File: config.mk
export PLATFORM = sky130hd
export DESIGN_NAME = pwm_output_steering
export DESIGN_NICKNAME = d
export VERILOG_FILES = /design/src/inc/pwm_steer_pkg.sv /design/src/inc/steer_if.sv /design/src/hdl/clock_select.sv /design/src/hdl/pwm_timebase.sv /design/src/hdl/pwm_output_steering.sv
export SDC_FILE = /design/constraint.sdc
export NUM_CORES = 1
export LEC_CHECK = 0
export BUFFER_PORTS_ARGS = -buffer_cell sky130_fd_sc_hd__buf_2
export CORE_MARGIN = 1.5
export CORE_UTILIZATION = 50
export CTS_CLUSTER_SIZE = 25
export DETAILED_ROUTE_END_ITERATION = 16
export GPL_TIMING_DRIVEN = 0
export PLACE_DENSITY = 0.76
export SETUP_SLACK_MARGIN = 0.15
export SLEW_MARGIN = 20
export SYNTH_ARGS = -nofsm -noshare
export SYNTH_HDL_FRONTEND = slang
export SYNTH_SLANG_ARGS = --single-unit
File: constraint.sdc
create_clock -name ref_clk -period 2.05 [get_ports ref_clk]
set_clock_uncertainty 0.2 [all_clocks]
set_input_delay 0.205 -clock ref_clk [delete_from_list [all_inputs] [get_ports ref_clk]]
set_output_delay 0.205 -clock ref_clk [all_outputs]
set_load 0.02 [all_outputs]
File: src/inc/pwm_steer_pkg.sv
// Shared constants for the PWM output steering block
package pwm_steer_pkg;
   localparam int ADDR_W = 8;
   localparam int CNT_W  = 8;
   localparam int PINS   = 4;
   // Register byte offsets
   localparam logic [7:0] OFS_VALUE_LOW  = 8'h00;
   localparam logic [7:0] OFS_VALUE_HIGH = 8'h04;
   localparam logic [7:0] OFS_CCP_CTRL   = 8'h08;
   localparam logic [7:0] OFS_SHUT_CTRL  = 8'h0c;
   localparam logic [7:0] OFS_PWM_CTRL   = 8'h10;
   localparam logic [7:0] OFS_STEER      = 8'h14;
   localparam logic [7:0] OFS_PERIOD     = 8'h18;
   localparam logic [7:0] OFS_COUNT      = 8'h1c;
   localparam logic [7:0] OFS_POWER      = 8'h20;
   localparam logic [7:0] OFS_INT_STAT   = 8'h24;
   localparam logic [7:0] OFS_INT_MASK   = 8'h28;
   // Field positions
   localparam int CTL_P1M_HI  = 7;
   localparam int CTL_P1M_LO  = 6;
   localparam int CTL_MODE_HI = 3;
   localparam int CTL_MODE_LO = 2;
   localparam int CTL_POL_AC  = 1;
   localparam int CTL_POL_BD  = 0;
   localparam int SHUT_ASE    = 7;
   localparam int SHUT_AC_HI  = 3;
   localparam int SHUT_AC_LO  = 2;
   localparam int SHUT_BD_HI  = 1;
   localparam int SHUT_BD_LO  = 0;
   localparam int RESTART_EN  = 7;
   localparam int STEER_SYNC  = 4;
   localparam int PWR_FSCM    = 2;
   localparam int INT_OSC     = 0;
   localparam int INT_PERIOD  = 1;
   localparam int INT_SHUT    = 2;
   // Encodings and reset values
   localparam logic [1:0] P1M_SINGLE   = 2'h0;
   localparam logic [1:0] MODE_PWM     = 2'h3;
   localparam logic [4:0] STEER_RESET  = 5'h01;
   localparam logic [1:0] PM_RUN       = 2'h0;
   localparam logic [1:0] PM_PRIMARY_IDLE_MODE  = 2'h1;
   localparam logic [1:0] PM_ALT_CLOCK = 2'h2;
   localparam logic [1:0] PM_INT_OSC   = 2'h3;
endpackage

File: src/inc/steer_if.sv
// Timebase link between clock select, timer and PWM core
`timescale 1ns/1ps
interface steer_if;
   import pwm_steer_pkg::*;
   logic             tick;
   logic [CNT_W-1:0] period;
   logic [CNT_W-1:0] count;
   logic             periodEnd;
   modport selector (output tick);
   modport timer    (input tick, input period, output count,
                     output periodEnd);
   modport core     (input count, input periodEnd, output period);
endinterface

File: src/hdl/clock_select.sv
// Picks the timebase clock source per power mode
`timescale 1ns/1ps
module clock_select (
   input logic                    ref_clk,
   input logic                    rst,
   input logic                    sleepMode,
   input logic [1:0]              pmMode,
   input logic                    primaryTick,
   input logic                    altTick,
   input logic                    intOscTick,
   steer_if.selector              tb
);
   import pwm_steer_pkg::*;
   typedef struct packed { logic tick; } sel_state_t;
   sel_state_t s_reg, s_next;

   always_comb begin
      s_next = s_reg;
      if (sleepMode) begin
         s_next.tick = 1'b0;
      end else if (pmMode == PM_RUN || pmMode == PM_PRIMARY_IDLE_MODE) begin
         s_next.tick = primaryTick;
      end else if (pmMode == PM_INT_OSC) begin
         s_next.tick = intOscTick;
      end else begin
         s_next.tick = altTick;
      end
   end

   always_ff @(posedge ref_clk) begin
      if (rst) s_reg <= '0;
      else s_reg <= s_next;
   end
   assign tb.tick = s_reg.tick;
endmodule

File: src/hdl/pwm_timebase.sv
// Period timer: counts ticks and restarts at the period value
`timescale 1ns/1ps
module pwm_timebase (
   input logic       ref_clk,
   input logic       rst,
   steer_if.timer    tb
);
   import pwm_steer_pkg::*;
   typedef struct packed {
      logic [CNT_W-1:0] count;
      logic             periodEnd;
   } tb_state_t;
   tb_state_t s_reg, s_next;

   always_comb begin
      s_next = s_reg;
      s_next.periodEnd = 1'b0;
      // No tick means a frozen count, which is how sleep holds state
      if (tb.tick) begin
         if (s_reg.count == tb.period) begin
            s_next.count     = '0;
            s_next.periodEnd = 1'b1;
         end else begin
            s_next.count = s_reg.count + CNT_W'(1);
         end
      end
   end

   always_ff @(posedge ref_clk) begin
      if (rst) s_reg <= '0;
      else s_reg <= s_next;
   end
   assign tb.count     = s_reg.count;
   assign tb.periodEnd = s_reg.periodEnd;
endmodule

File: src/hdl/pwm_output_steering.sv
// PWM unit with output steering, APB registers and interrupt
`timescale 1ns/1ps
// Overview of operation
// - Sync bit clear: new steering applies right after the register write.
// - Sync bit set: new steering waits for the next PWM period start.
// - Steering used only when output config is 00 and mode top bits 11.
// - In sleep the timebase stops and all unit state except the bus answer stays unchanged.
// - Sleep holds pin levels; wake-up resumes from the frozen state.
// - Primary-idle mode keeps the unit on the primary clock unchanged.
// - Other power modes clock the timebase from their selected clock.
// - Clock monitor failure: internal oscillator mode, fail flag, new clock.
// - Reset makes pins inputs and returns all registers to reset values.
// - Enabled pins carry PWM with chosen polarity; others are port pins.
// - Shutdown forces only PWM-enabled pins to their shutdown state.
module pwm_output_steering (
   input logic                              ref_clk,
   input logic                              rst,
   input logic                              psel,
   input logic                              penable,
   input logic                              pwrite,
   input logic [pwm_steer_pkg::ADDR_W-1:0]  paddr,
   input logic [31:0]                       pwdata,
   output logic [31:0]                      prdata,
   output logic                             pready,
   output logic                             pslverr,
   input logic                              sleepMode,
   input logic                              primaryTick,
   input logic                              altTick,
   input logic                              intOscTick,
   input logic                              primaryClkFail,
   input logic                              shutdownEvent,
   input logic [pwm_steer_pkg::PINS-1:0]    portOut,
   input logic [pwm_steer_pkg::PINS-1:0]    portOeN,
   output logic [pwm_steer_pkg::PINS-1:0]   pwmPinsOut,
   output logic [pwm_steer_pkg::PINS-1:0]   pwmPinsOeN,
   output logic                             irq
);
   import pwm_steer_pkg::*;

   typedef struct packed {
      logic [7:0]       valueLow;
      logic [7:0]       valueHigh;
      logic [7:0]       ccpCtrl;
      logic [7:0]       shutCtrl;
      logic [7:0]       pwmCtrl;
      logic [4:0]       steerCtrl;
      logic [PINS-1:0]  steerActive;
      logic             steerPending;
      logic [CNT_W-1:0] period;
      logic [1:0]       pmMode;
      logic             fscmEn;
      logic             oscFailed;
      logic             shutdownLatched;
      logic [2:0]       intStatus;
      logic [2:0]       intMask;
      logic [PINS-1:0]  pinOut;
      logic [PINS-1:0]  pinOeN;
      logic             irq;
      logic             pready;
      logic             pslverr;
      logic [31:0]      prdata;
   } core_state_t;

   core_state_t s_reg, s_next;
   steer_if     tbl ();

   logic wrStrobe;
   logic rdPhase;
   logic singleMode;
   logic pwmMode;
   logic pwmLevel;

   clock_select u_sel (
      .ref_clk     (ref_clk),
      .rst         (rst),
      .sleepMode   (sleepMode),
      .pmMode      (s_reg.pmMode),
      .primaryTick (primaryTick),
      .altTick     (altTick),
      .intOscTick  (intOscTick),
      .tb          (tbl.selector)
   );

   pwm_timebase u_tb (
      .ref_clk (ref_clk),
      .rst     (rst),
      .tb      (tbl.timer)
   );

   assign tbl.period = s_reg.period;

   // Read mux; unmapped offsets read zero and flag an error
   function automatic logic [32:0] readWord(input core_state_t st,
                                            input logic [CNT_W-1:0] cnt,
                                            input logic [ADDR_W-1:0] a);
      logic [32:0] r;
      r = '0;
      unique case (a)
         OFS_VALUE_LOW:  r[7:0] = st.valueLow;
         OFS_VALUE_HIGH: r[7:0] = st.valueHigh;
         OFS_CCP_CTRL:   r[7:0] = st.ccpCtrl;
         OFS_SHUT_CTRL:  r[7:0] = st.shutCtrl;
         OFS_PWM_CTRL:   r[7:0] = st.pwmCtrl;
         OFS_STEER:      r[4:0] = st.steerCtrl;
         OFS_PERIOD:     r[7:0] = st.period;
         OFS_COUNT:      r[7:0] = cnt;
         OFS_POWER:      r[3:0] = {st.oscFailed, st.fscmEn, st.pmMode};
         OFS_INT_STAT:   r[2:0] = st.intStatus;
         OFS_INT_MASK:   r[2:0] = st.intMask;
         default:        r[32]  = 1'b1;
      endcase
      return r;
   endfunction

   // Shutdown level for one pin: {output enable low, level}
   function automatic logic [1:0] shutDrive(input logic [1:0] sel);
      return sel[1] ? 2'b10 : {1'b0, sel[0]};
   endfunction

   // A and C share one polarity and shutdown pair, B and D the other
   function automatic logic isPairAc(input int pin);
      return pin % 2 == 0;
   endfunction

   assign wrStrobe   = psel && penable && s_reg.pready && pwrite;
   assign rdPhase    = psel && penable && !s_reg.pready;
   assign pwmMode    = s_reg.ccpCtrl[CTL_MODE_HI:CTL_MODE_LO] == MODE_PWM;
   assign singleMode = pwmMode &&
      s_reg.ccpCtrl[CTL_P1M_HI:CTL_P1M_LO] == P1M_SINGLE;
   assign pwmLevel   = tbl.count < s_reg.valueHigh;

   always_comb begin
      logic [32:0] rd;
      logic        pinOn;
      logic        inv;
      logic [1:0]  sd;
      rd    = readWord(s_reg, tbl.count, paddr);
      pinOn = 1'b0;
      inv   = 1'b0;
      sd    = '0;
      s_next = s_reg;
      // Bus answers one cycle into the access phase
      s_next.pready  = rdPhase;
      // Data and error stand only beside pready
      s_next.prdata  = '0;
      s_next.pslverr = 1'b0;
      if (rdPhase) begin
         s_next.prdata  = pwrite ? 32'h0 : rd[31:0];
         s_next.pslverr = rd[32];
      end
      // Sleep freezes all unit state except the bus answer, and pin levels; writes are dropped
      if (!sleepMode) begin
         if (tbl.periodEnd) begin
            s_next.valueHigh = s_reg.valueLow;
            if (s_reg.steerPending) begin
               s_next.steerActive  = s_reg.steerCtrl[PINS-1:0];
               s_next.steerPending = 1'b0;
            end
            // Restart only at a period boundary once the flag is clear
            if (!s_reg.shutCtrl[SHUT_ASE]) begin
               s_next.shutdownLatched = 1'b0;
            end
         end
         if (wrStrobe) begin
            unique case (paddr)
               OFS_VALUE_LOW:  s_next.valueLow  = pwdata[7:0];
               OFS_VALUE_HIGH: s_next.valueHigh = pwdata[7:0];
               OFS_CCP_CTRL:   s_next.ccpCtrl   = pwdata[7:0];
               OFS_SHUT_CTRL: begin
                  s_next.shutCtrl = pwdata[7:0];
                  // Clearing the flag is refused while the event persists
                  if (shutdownEvent) s_next.shutCtrl[SHUT_ASE] = 1'b1;
               end
               OFS_PWM_CTRL:   s_next.pwmCtrl   = pwdata[7:0];
               OFS_STEER: begin
                  s_next.steerCtrl = pwdata[4:0];
                  if (pwdata[STEER_SYNC]) begin
                     s_next.steerPending = 1'b1;
                  end else begin
                     s_next.steerActive  = pwdata[PINS-1:0];
                     s_next.steerPending = 1'b0;
                  end
               end
               OFS_PERIOD:     s_next.period    = pwdata[CNT_W-1:0];
               OFS_POWER: begin
                  s_next.fscmEn = pwdata[PWR_FSCM];
                  // A failed primary clock cannot be selected again
                  if (!s_reg.oscFailed) s_next.pmMode = pwdata[1:0];
               end
               OFS_INT_STAT:
                  s_next.intStatus = s_next.intStatus & ~pwdata[2:0];
               OFS_INT_MASK:   s_next.intMask   = pwdata[2:0];
               default: ;
            endcase
         end
         // Set wins over a clear written in the same cycle
         if (tbl.periodEnd) s_next.intStatus[INT_PERIOD] = 1'b1;
         if (shutdownEvent) begin
            if (!s_reg.shutCtrl[SHUT_ASE]) begin
               s_next.intStatus[INT_SHUT] = 1'b1;
            end
            s_next.shutCtrl[SHUT_ASE] = 1'b1;
         end else if (s_reg.pwmCtrl[RESTART_EN] && s_reg.shutCtrl[SHUT_ASE]) begin
            s_next.shutCtrl[SHUT_ASE] = 1'b0;
         end
         if (s_next.shutCtrl[SHUT_ASE]) s_next.shutdownLatched = 1'b1;
         if (s_reg.fscmEn && primaryClkFail && !s_reg.oscFailed) begin
            s_next.oscFailed = 1'b1;
            s_next.pmMode    = PM_INT_OSC;
            s_next.intStatus[INT_OSC] = 1'b1;
         end
         // Pin drive; pins without PWM fall back to the port latch
         for (int i = 0; i < PINS; i++) begin
            pinOn = singleMode ? s_reg.steerActive[i]
                               : (pwmMode && i == 0);
            inv = isPairAc(i) ? s_reg.ccpCtrl[CTL_POL_AC]
                              : s_reg.ccpCtrl[CTL_POL_BD];
            sd  = shutDrive(isPairAc(i)
                     ? s_reg.shutCtrl[SHUT_AC_HI:SHUT_AC_LO]
                     : s_reg.shutCtrl[SHUT_BD_HI:SHUT_BD_LO]);
            if (!pinOn) begin
               s_next.pinOut[i] = portOut[i];
               s_next.pinOeN[i] = portOeN[i];
            end else if (s_reg.shutdownLatched) begin
               s_next.pinOut[i] = sd[0];
               s_next.pinOeN[i] = sd[1];
            end else begin
               s_next.pinOut[i] = pwmLevel ^ inv;
               s_next.pinOeN[i] = 1'b0;
            end
         end
      end
      s_next.irq = |(s_next.intStatus & s_next.intMask);
   end

   always_ff @(posedge ref_clk) begin
      if (rst) begin
         s_reg             <= '0;
         s_reg.steerCtrl   <= STEER_RESET;
         s_reg.steerActive <= STEER_RESET[PINS-1:0];
         s_reg.pinOeN      <= '1;
      end else begin
         s_reg <= s_next;
      end
   end

   assign prdata     = s_reg.prdata;
   assign pready     = s_reg.pready;
   assign pslverr    = s_reg.pslverr;
   assign pwmPinsOut = s_reg.pinOut;
   assign pwmPinsOeN = s_reg.pinOeN;
   assign irq        = s_reg.irq;
endmodule

== Word level (Yosys, flattened, before mapping) ==
Index checks and enable logic that the tools add are counted.

* Shift operators: 0
* Div/mod/pow operators: 0
* Multiplexer cells: 57
* Reduce and logical (&&, ||, !) cells: 33
* Multipliers: 0
* $lt $le $gt $ge: 1
* Equal/unequal tests: 16
* Bitwise logic cells: 8
* Add/subtract/negate cells: 1

{| class="wikitable"
|+ Operator list
! kind !! count
|-
| two-way mux 8 bit || 7
|-
| two-way mux 53 bit || 1
|-
| one-hot mux 3 bit (11 select lines) || 1
|-
| == test 8 x 5 -> 1 bit, second input constant || 4
|-
| two-way mux 1 bit || 32
|-
| == test 8 x 6 -> 1 bit, second input constant || 3
|-
| AND reduction 3 bit || 8
|-
| one-hot mux 3 bit (7 select lines) || 1
|-
| == test 8 x 4 -> 1 bit, second input constant || 2
|-
| two-way mux 14 bit || 1
|-
| OR reduction 11 bit || 1
|-
| two-way mux 10 bit || 1
|-
| two-way mux 5 bit || 2
|-
| two-way mux 3 bit || 3
|-
| one-hot mux 1 bit (9 select lines) || 1
|-
| adder 8 x 1 -> 8 bit, second input constant || 1
|-
| == test 8 x 3 -> 1 bit, second input constant || 1
|-
| == test 8 bit || 1
|-
| logical AND 1 bit || 8
|-
| logical NOT 8 bit || 1
|-
| less-than comparator 8 bit || 1
|-
| two-way mux 2 bit || 4
|-
| one-hot mux 1 bit (8 select lines) || 1
|-
| bitwise AND 3 bit || 2
|-
| other kinds (16) || 28
|}

* Output and inout bits: 43
* Bits in latches: 0
* Memories kept: 0
* Input port bits: 59
* RAM bits: 0
* Memory bits (read-only): 0
* Logic and storage cells: 142
* Register bits after elaboration: 122

== Logic depth before layout (Yosys ltp) ==
* Word-level depth: 10
* Mapped depth: 9
* Depth with buffers taken out: 8

== By module ==
Synthesis repeated with hierarchy kept, for this count alone.

* Cell total of the unflattened synthesis: 601
* Area, all modules: 5,434.0 um^2

{| class="wikitable"
|+ By module, submodules not included
! module !! area an instance (um^2) !! times used !! cells each
|-
| pwm_output_steering || 4,914.7 || 1 || 547
|-
| pwm_timebase || 470.5 || 1 || 50
|-
| clock_select || 48.8 || 1 || 4
|}

== Least setup slack after synthesis ==
No wires, ideal clock.

* Kind: reg-to-reg
* From: register s_reg, in the netlist pready
* To: register s_reg, in the netlist irq
* Cell stages (with the launch flop): 8
* Data arrival time: 2.072 ns
* Setup slack: -0.336 ns
* Period minus slack after synthesis: 2.386 ns
* Required time: 1.735 ns
* Cells stage by stage: dfxtp_1 nand4_1 nand2b_1 clkbuf_1 nor3_1 mux2i_1 o22ai_1 o21a_1

* Word-level cells in the longest chain between the ends: 8
* Elaborated cells between the ends (all ways): 10
* Those cells by class: 6 x mux; 1 x bitwise; 3 x reduce/logical

{| class="wikitable"
|+ Ends and longest elaborated chain
! what !! line !! RTL
|-
| start: declaration || pwm_output_steering.sv:64 || <nowiki>core_state_t s_reg, s_next;</nowiki>
|-
| start signal: assignment || pwm_output_steering.sv:243 || <nowiki>s_reg <= s_next;</nowiki>
|-
| logical AND 1 bit * (2 in series) || pwm_output_steering.sv:125 || <nowiki>assign wrStrobe = psel && penable && s_reg.pready && pwrite;</nowiki>
|-
| two-way mux 6 bit * || pwm_output_steering.sv:164 || <nowiki>if (wrStrobe) begin</nowiki>
|-
| two-way mux 1 bit || pwm_output_steering.sv:199 || <nowiki>if (!s_reg.shutCtrl[SHUT_ASE]) begin</nowiki>
|-
| two-way mux 1 bit || pwm_output_steering.sv:198 || <nowiki>if (shutdownEvent) begin</nowiki>
|-
| two-way mux 14 bit * || pwm_output_steering.sv:152 || <nowiki>if (!sleepMode) begin</nowiki>
|-
| bitwise AND 3 bit * || pwm_output_steering.sv:233 || <nowiki>s_next.irq = |(s_next.intStatus & s_next.intMask);</nowiki>
|-
| OR reduction 3 bit * || pwm_output_steering.sv:233 ||
|}

Mark *: on every way between the ends. The rest lies on a longest branch, timed or not.
A chain may end at the register's enable or synchronous reset.

== Worst setup path after layout ==
* From: input paddr[1] (netlist bit)
* To: register s_reg[101] (netlist bit)

* Word-level cells in the longest chain between the ends: 3

{| class="wikitable"
|+ Ends and longest elaborated chain
! what !! line !! RTL
|-
| start: declaration || pwm_output_steering.sv:21 || <nowiki>input logic [pwm_steer_pkg::ADDR_W-1:0] paddr,</nowiki>
|-
| == test 8 x 3 -> 1 bit || pwm_output_steering.sv:165 || <nowiki>unique case (paddr)</nowiki>
|-
| two-way mux 8 bit || pwm_output_steering.sv:165 ||
|-
| two-way mux 53 bit || pwm_output_steering.sv:164 ||
|}

Every way passes these cells. The select of a mux whose other input is x is not followed.

==> results.json <==
{
  "status": "complete, but fails checks",
  "violations": "setup timing",
  "hold_viol_final": 0,
  "slowest_stage": "or4b_4",
  "multi_input_area_sq_um": 3100,
  "p_leak_nw": 2.64,
  "numCtsBuffers": 9,
  "synth_seq_area_share_pct": 38.6,
  "clk_path_buf_depth": 2,
  "pwr_density_cell_nw_per_um2": 525,
  "grt_max_degree": 17,
  "yosysUniqueCellTypes": 56,
  "slew-limit-headroom_pct": 46.0,
  "slowest_delay_ns": 0.53,
  "period_share_pct": 102,
  "max_freq_mhz": 477,
  "dpl.hpwl_microns": 11100,
  "pre_cts_slack_ns": -0.485,
  "critical_path.most_common_cell": "buf_6",
  "path_cells": "buf_6 -> or4b_4 -> buf_6 -> buf_6 -> or3_4 -> buf_8 -> a21oi_4 -> o22ai_2 -> nor2_1",
  "syn_avg_cell_area_sq_um": 8.44,
  "cp_max_fo": 8,
  "routedWlPerCell_microns": 19.2,
  "mostFrequentLayoutCell": "nor2_1",
  "worst_slew_pin_slew_ns": 0.809,
  "crit_start": "paddr[1]",
  "synth-async-reset-ratio_pct": 0,
  "irDropWorstVdd_mv": 0.385,
  "die_x_microns": 104,
  "timing_worst_setup_path_type": "in2reg",
  "num-fill-cells": 759,
  "grt_pass1_wl_microns": 26000,
  "holdWs_ns": 0.0141,
  "area_growth_pct": 36.2,
  "cts-htree-levels": 3,
  "ys.flop_type": "dfxtp_1",
  "critPathCaptureType": "flop",
  "antenna_found_initial": 0,
  "grt-ovfl-total": 0,
  "syn_area_sq_um": 5080,
  "drive_gt1_share_pct": 32.8,
  "reg2reg_from": "s_reg[103]$_SDFFE_PP0N_",
  "layout.nets": 812,
  "tritoncts": "done",
  "syn_inst": 602,
  "drc": 0,
  "port_buffers": 51,
  "cts-root-buf": "clkbuf_8",
  "clkSlewWorstSetupHoldPaths_ns": 0.09,
  "coreArea_sq_um": 9820,
  "period_needed_ns": 2.10,
  "drt_pre_antenna_iters": 7,
  "io-pin-count": 102,
  "antenna_cells": 0,
  "ys_ff_latch": 98,
  "dieArea_sq_um": 10800,
  "grt_use_total_pct": 31.1,
  "crit_arrival_ns": 2.20,
  "synth-edff-count": 0,
  "wl_microns": 16900,
  "drv_cap": 0,
  "setup_viol": 15,
  "largest_reg_flops": 61,
  "via_per_inst": 5.80,
  "clk_latency_ns": 0.39,
  "cp_top_family": "simple AND/OR/NAND/NOR gates",
  "reg2reg_slack_ns": -0.03,
  "startpoint_type": "primary input",
  "ant_nets": 0,
  "die_h_microns": 104,
  "worst-path-buf-inv": 4,
  "start_util_pct": 51.7,
  "final_max_slew_viol_count": 0,
  "rsz0062_at_grt": "true",
  "clock-sinks": 98,
  "worstHoldStart": "portOut[0]",
  "dr_total_vias": 5119,
  "final_cell_mix": "nor2_1, dfxtp_1, buf_4",
  "gp_congestion": 0.965,
  "seqCellArea_sq_um": 1990,
  "drtIter0Drc": 512,
  "first_global_vias": 4833,
  "rows": 36,
  "cp.required_ns": 2.16,
  "hp-class": "in2reg",
  "setup_ws_ns": -0.0458,
  "synth_warnings": 0
}
[area by class of cell]
class / instances / share of cell area [%]
clock inverter: 6 / 0.597
sequential: 98 / 28.8
clock buffer: 10 / 1.99
timing repair buffer: 109 / 12.6
tap: 133 / 2.41
buffer: 73 / 7.70
inverter: 21 / 1.14
multi-input combinational: 433 / 44.8
[what timing repair did]
action / 4_1_cts / 5_1_grt
hold buffers: 18 / 0
cloned: 1 / 0
endpoints found under the setup margin: 79 / 84
gates resized for setup: 76 / 42
buffers inserted: 32 / 7
pin swaps: 52 / 35
endpoints found under the hold margin: 32 / 0
[metal layers]
| metal | wire [microns] | GRT usage (%) | vias up |
|---|---|---|---|
| met1 | 6880 | 40.5 | 2366 |
| li1 | - | - | 2338 |
| met3 | 1610 | 5.10 | 77 |
| met4 | 894 | 17.0 | 0 |
| met2 | 7550 | 49.4 | 338 |
| met5 | 0 | 0 | - |
[power breakdown]
| part | switching, W | total, W | leakage (nW) | internal (W) |
|---|---|---|---|---|
| clock | 0.000729 | 0.00120 | 0.0847 | 0.000474 |
| sequential | 0.0000208 | 0.00194 | 0.801 | 0.00192 |
| combinational | 0.000290 | 0.000491 | 1.76 | 0.000201 |
| total | 0.00104 | 0.00363 | 2.64 | 0.00259 |
[through the flow]
stage	setup TNS, ns	instances	power [W]	area [sq um]	utilization, %
after detailed placement	-23.26	809	0.00236	5680	57.8
after CTS	-0.0320	876	0.00359	6670	68.0
after global placement	-22.27	809	0.00236	5680	57.8
after floorplan	-2.24	625	0.00224	5250	-
final	-0.326	883	0.00363	6920	70.5
after global routing	-2.08	883	0.00374	6920	70.5
[worst min-delay path, delay by kind of cell]
kind | cells | cell delay (ns)
compound gates | 2 | 0.18
buf+inv | 1 | 0.09
simple gates | 1 | 0.07
[final timing paths]
kind	to	depth (start not counted)
worst max-delay path	s_reg[101]$_SDFFE_PP0N_	9
worst min-delay path	pwmPinsOut[0]$_SDFFE_PP0N_	4
worst max register to register	pwmPinsOut[1]$_SDFFE_PP0N_	9
worst min register to register	pwmPinsOeN[0]$_SDFFE_PP1N_	2
[synth_stat cells, types with 4 or more instances]
master    instances  share of area, %
a31oi_1          13               1.6
inv_1            21               1.6
dfxtp_1          98                39
a21oi_1          26               2.6
buf_2             4              0.39
nor2_1          110               8.1
nor4_1            4              0.49
nand4_1           5              0.62
xor2_1            4              0.69
xnor2_1          13               2.2
nor3_1            9              0.89
a211oi_1          5              0.74
a221oi_1          4              0.69
ha_1              8               2.0
or3_1            11               1.4
mux2i_1          58                11
nand3_1           7              0.69
nor2b_1           6              0.74
o22ai_1          13               1.6
a22oi_1          16               2.4
o21ai_0          15               1.5
clkbuf_1         27               2.0
nand2_1          36               2.7
buf_4            40               5.9
[cells by family after synthesis]
kind of cell,count (synthesis),share of synthesized area (%)
AO/OA/AOI/OAI,115,15.0
XOR/XNOR,17,2.93
adder cells (fa/ha/maj),8,1.97
buffers and inverters,94,10.2
flip-flops,98,38.6
multiplexers,59,11.7
other,1,0.0738
AND/OR/NAND/NOR,210,19.6
No activity file was read; power rests on OpenSTA's default activity.
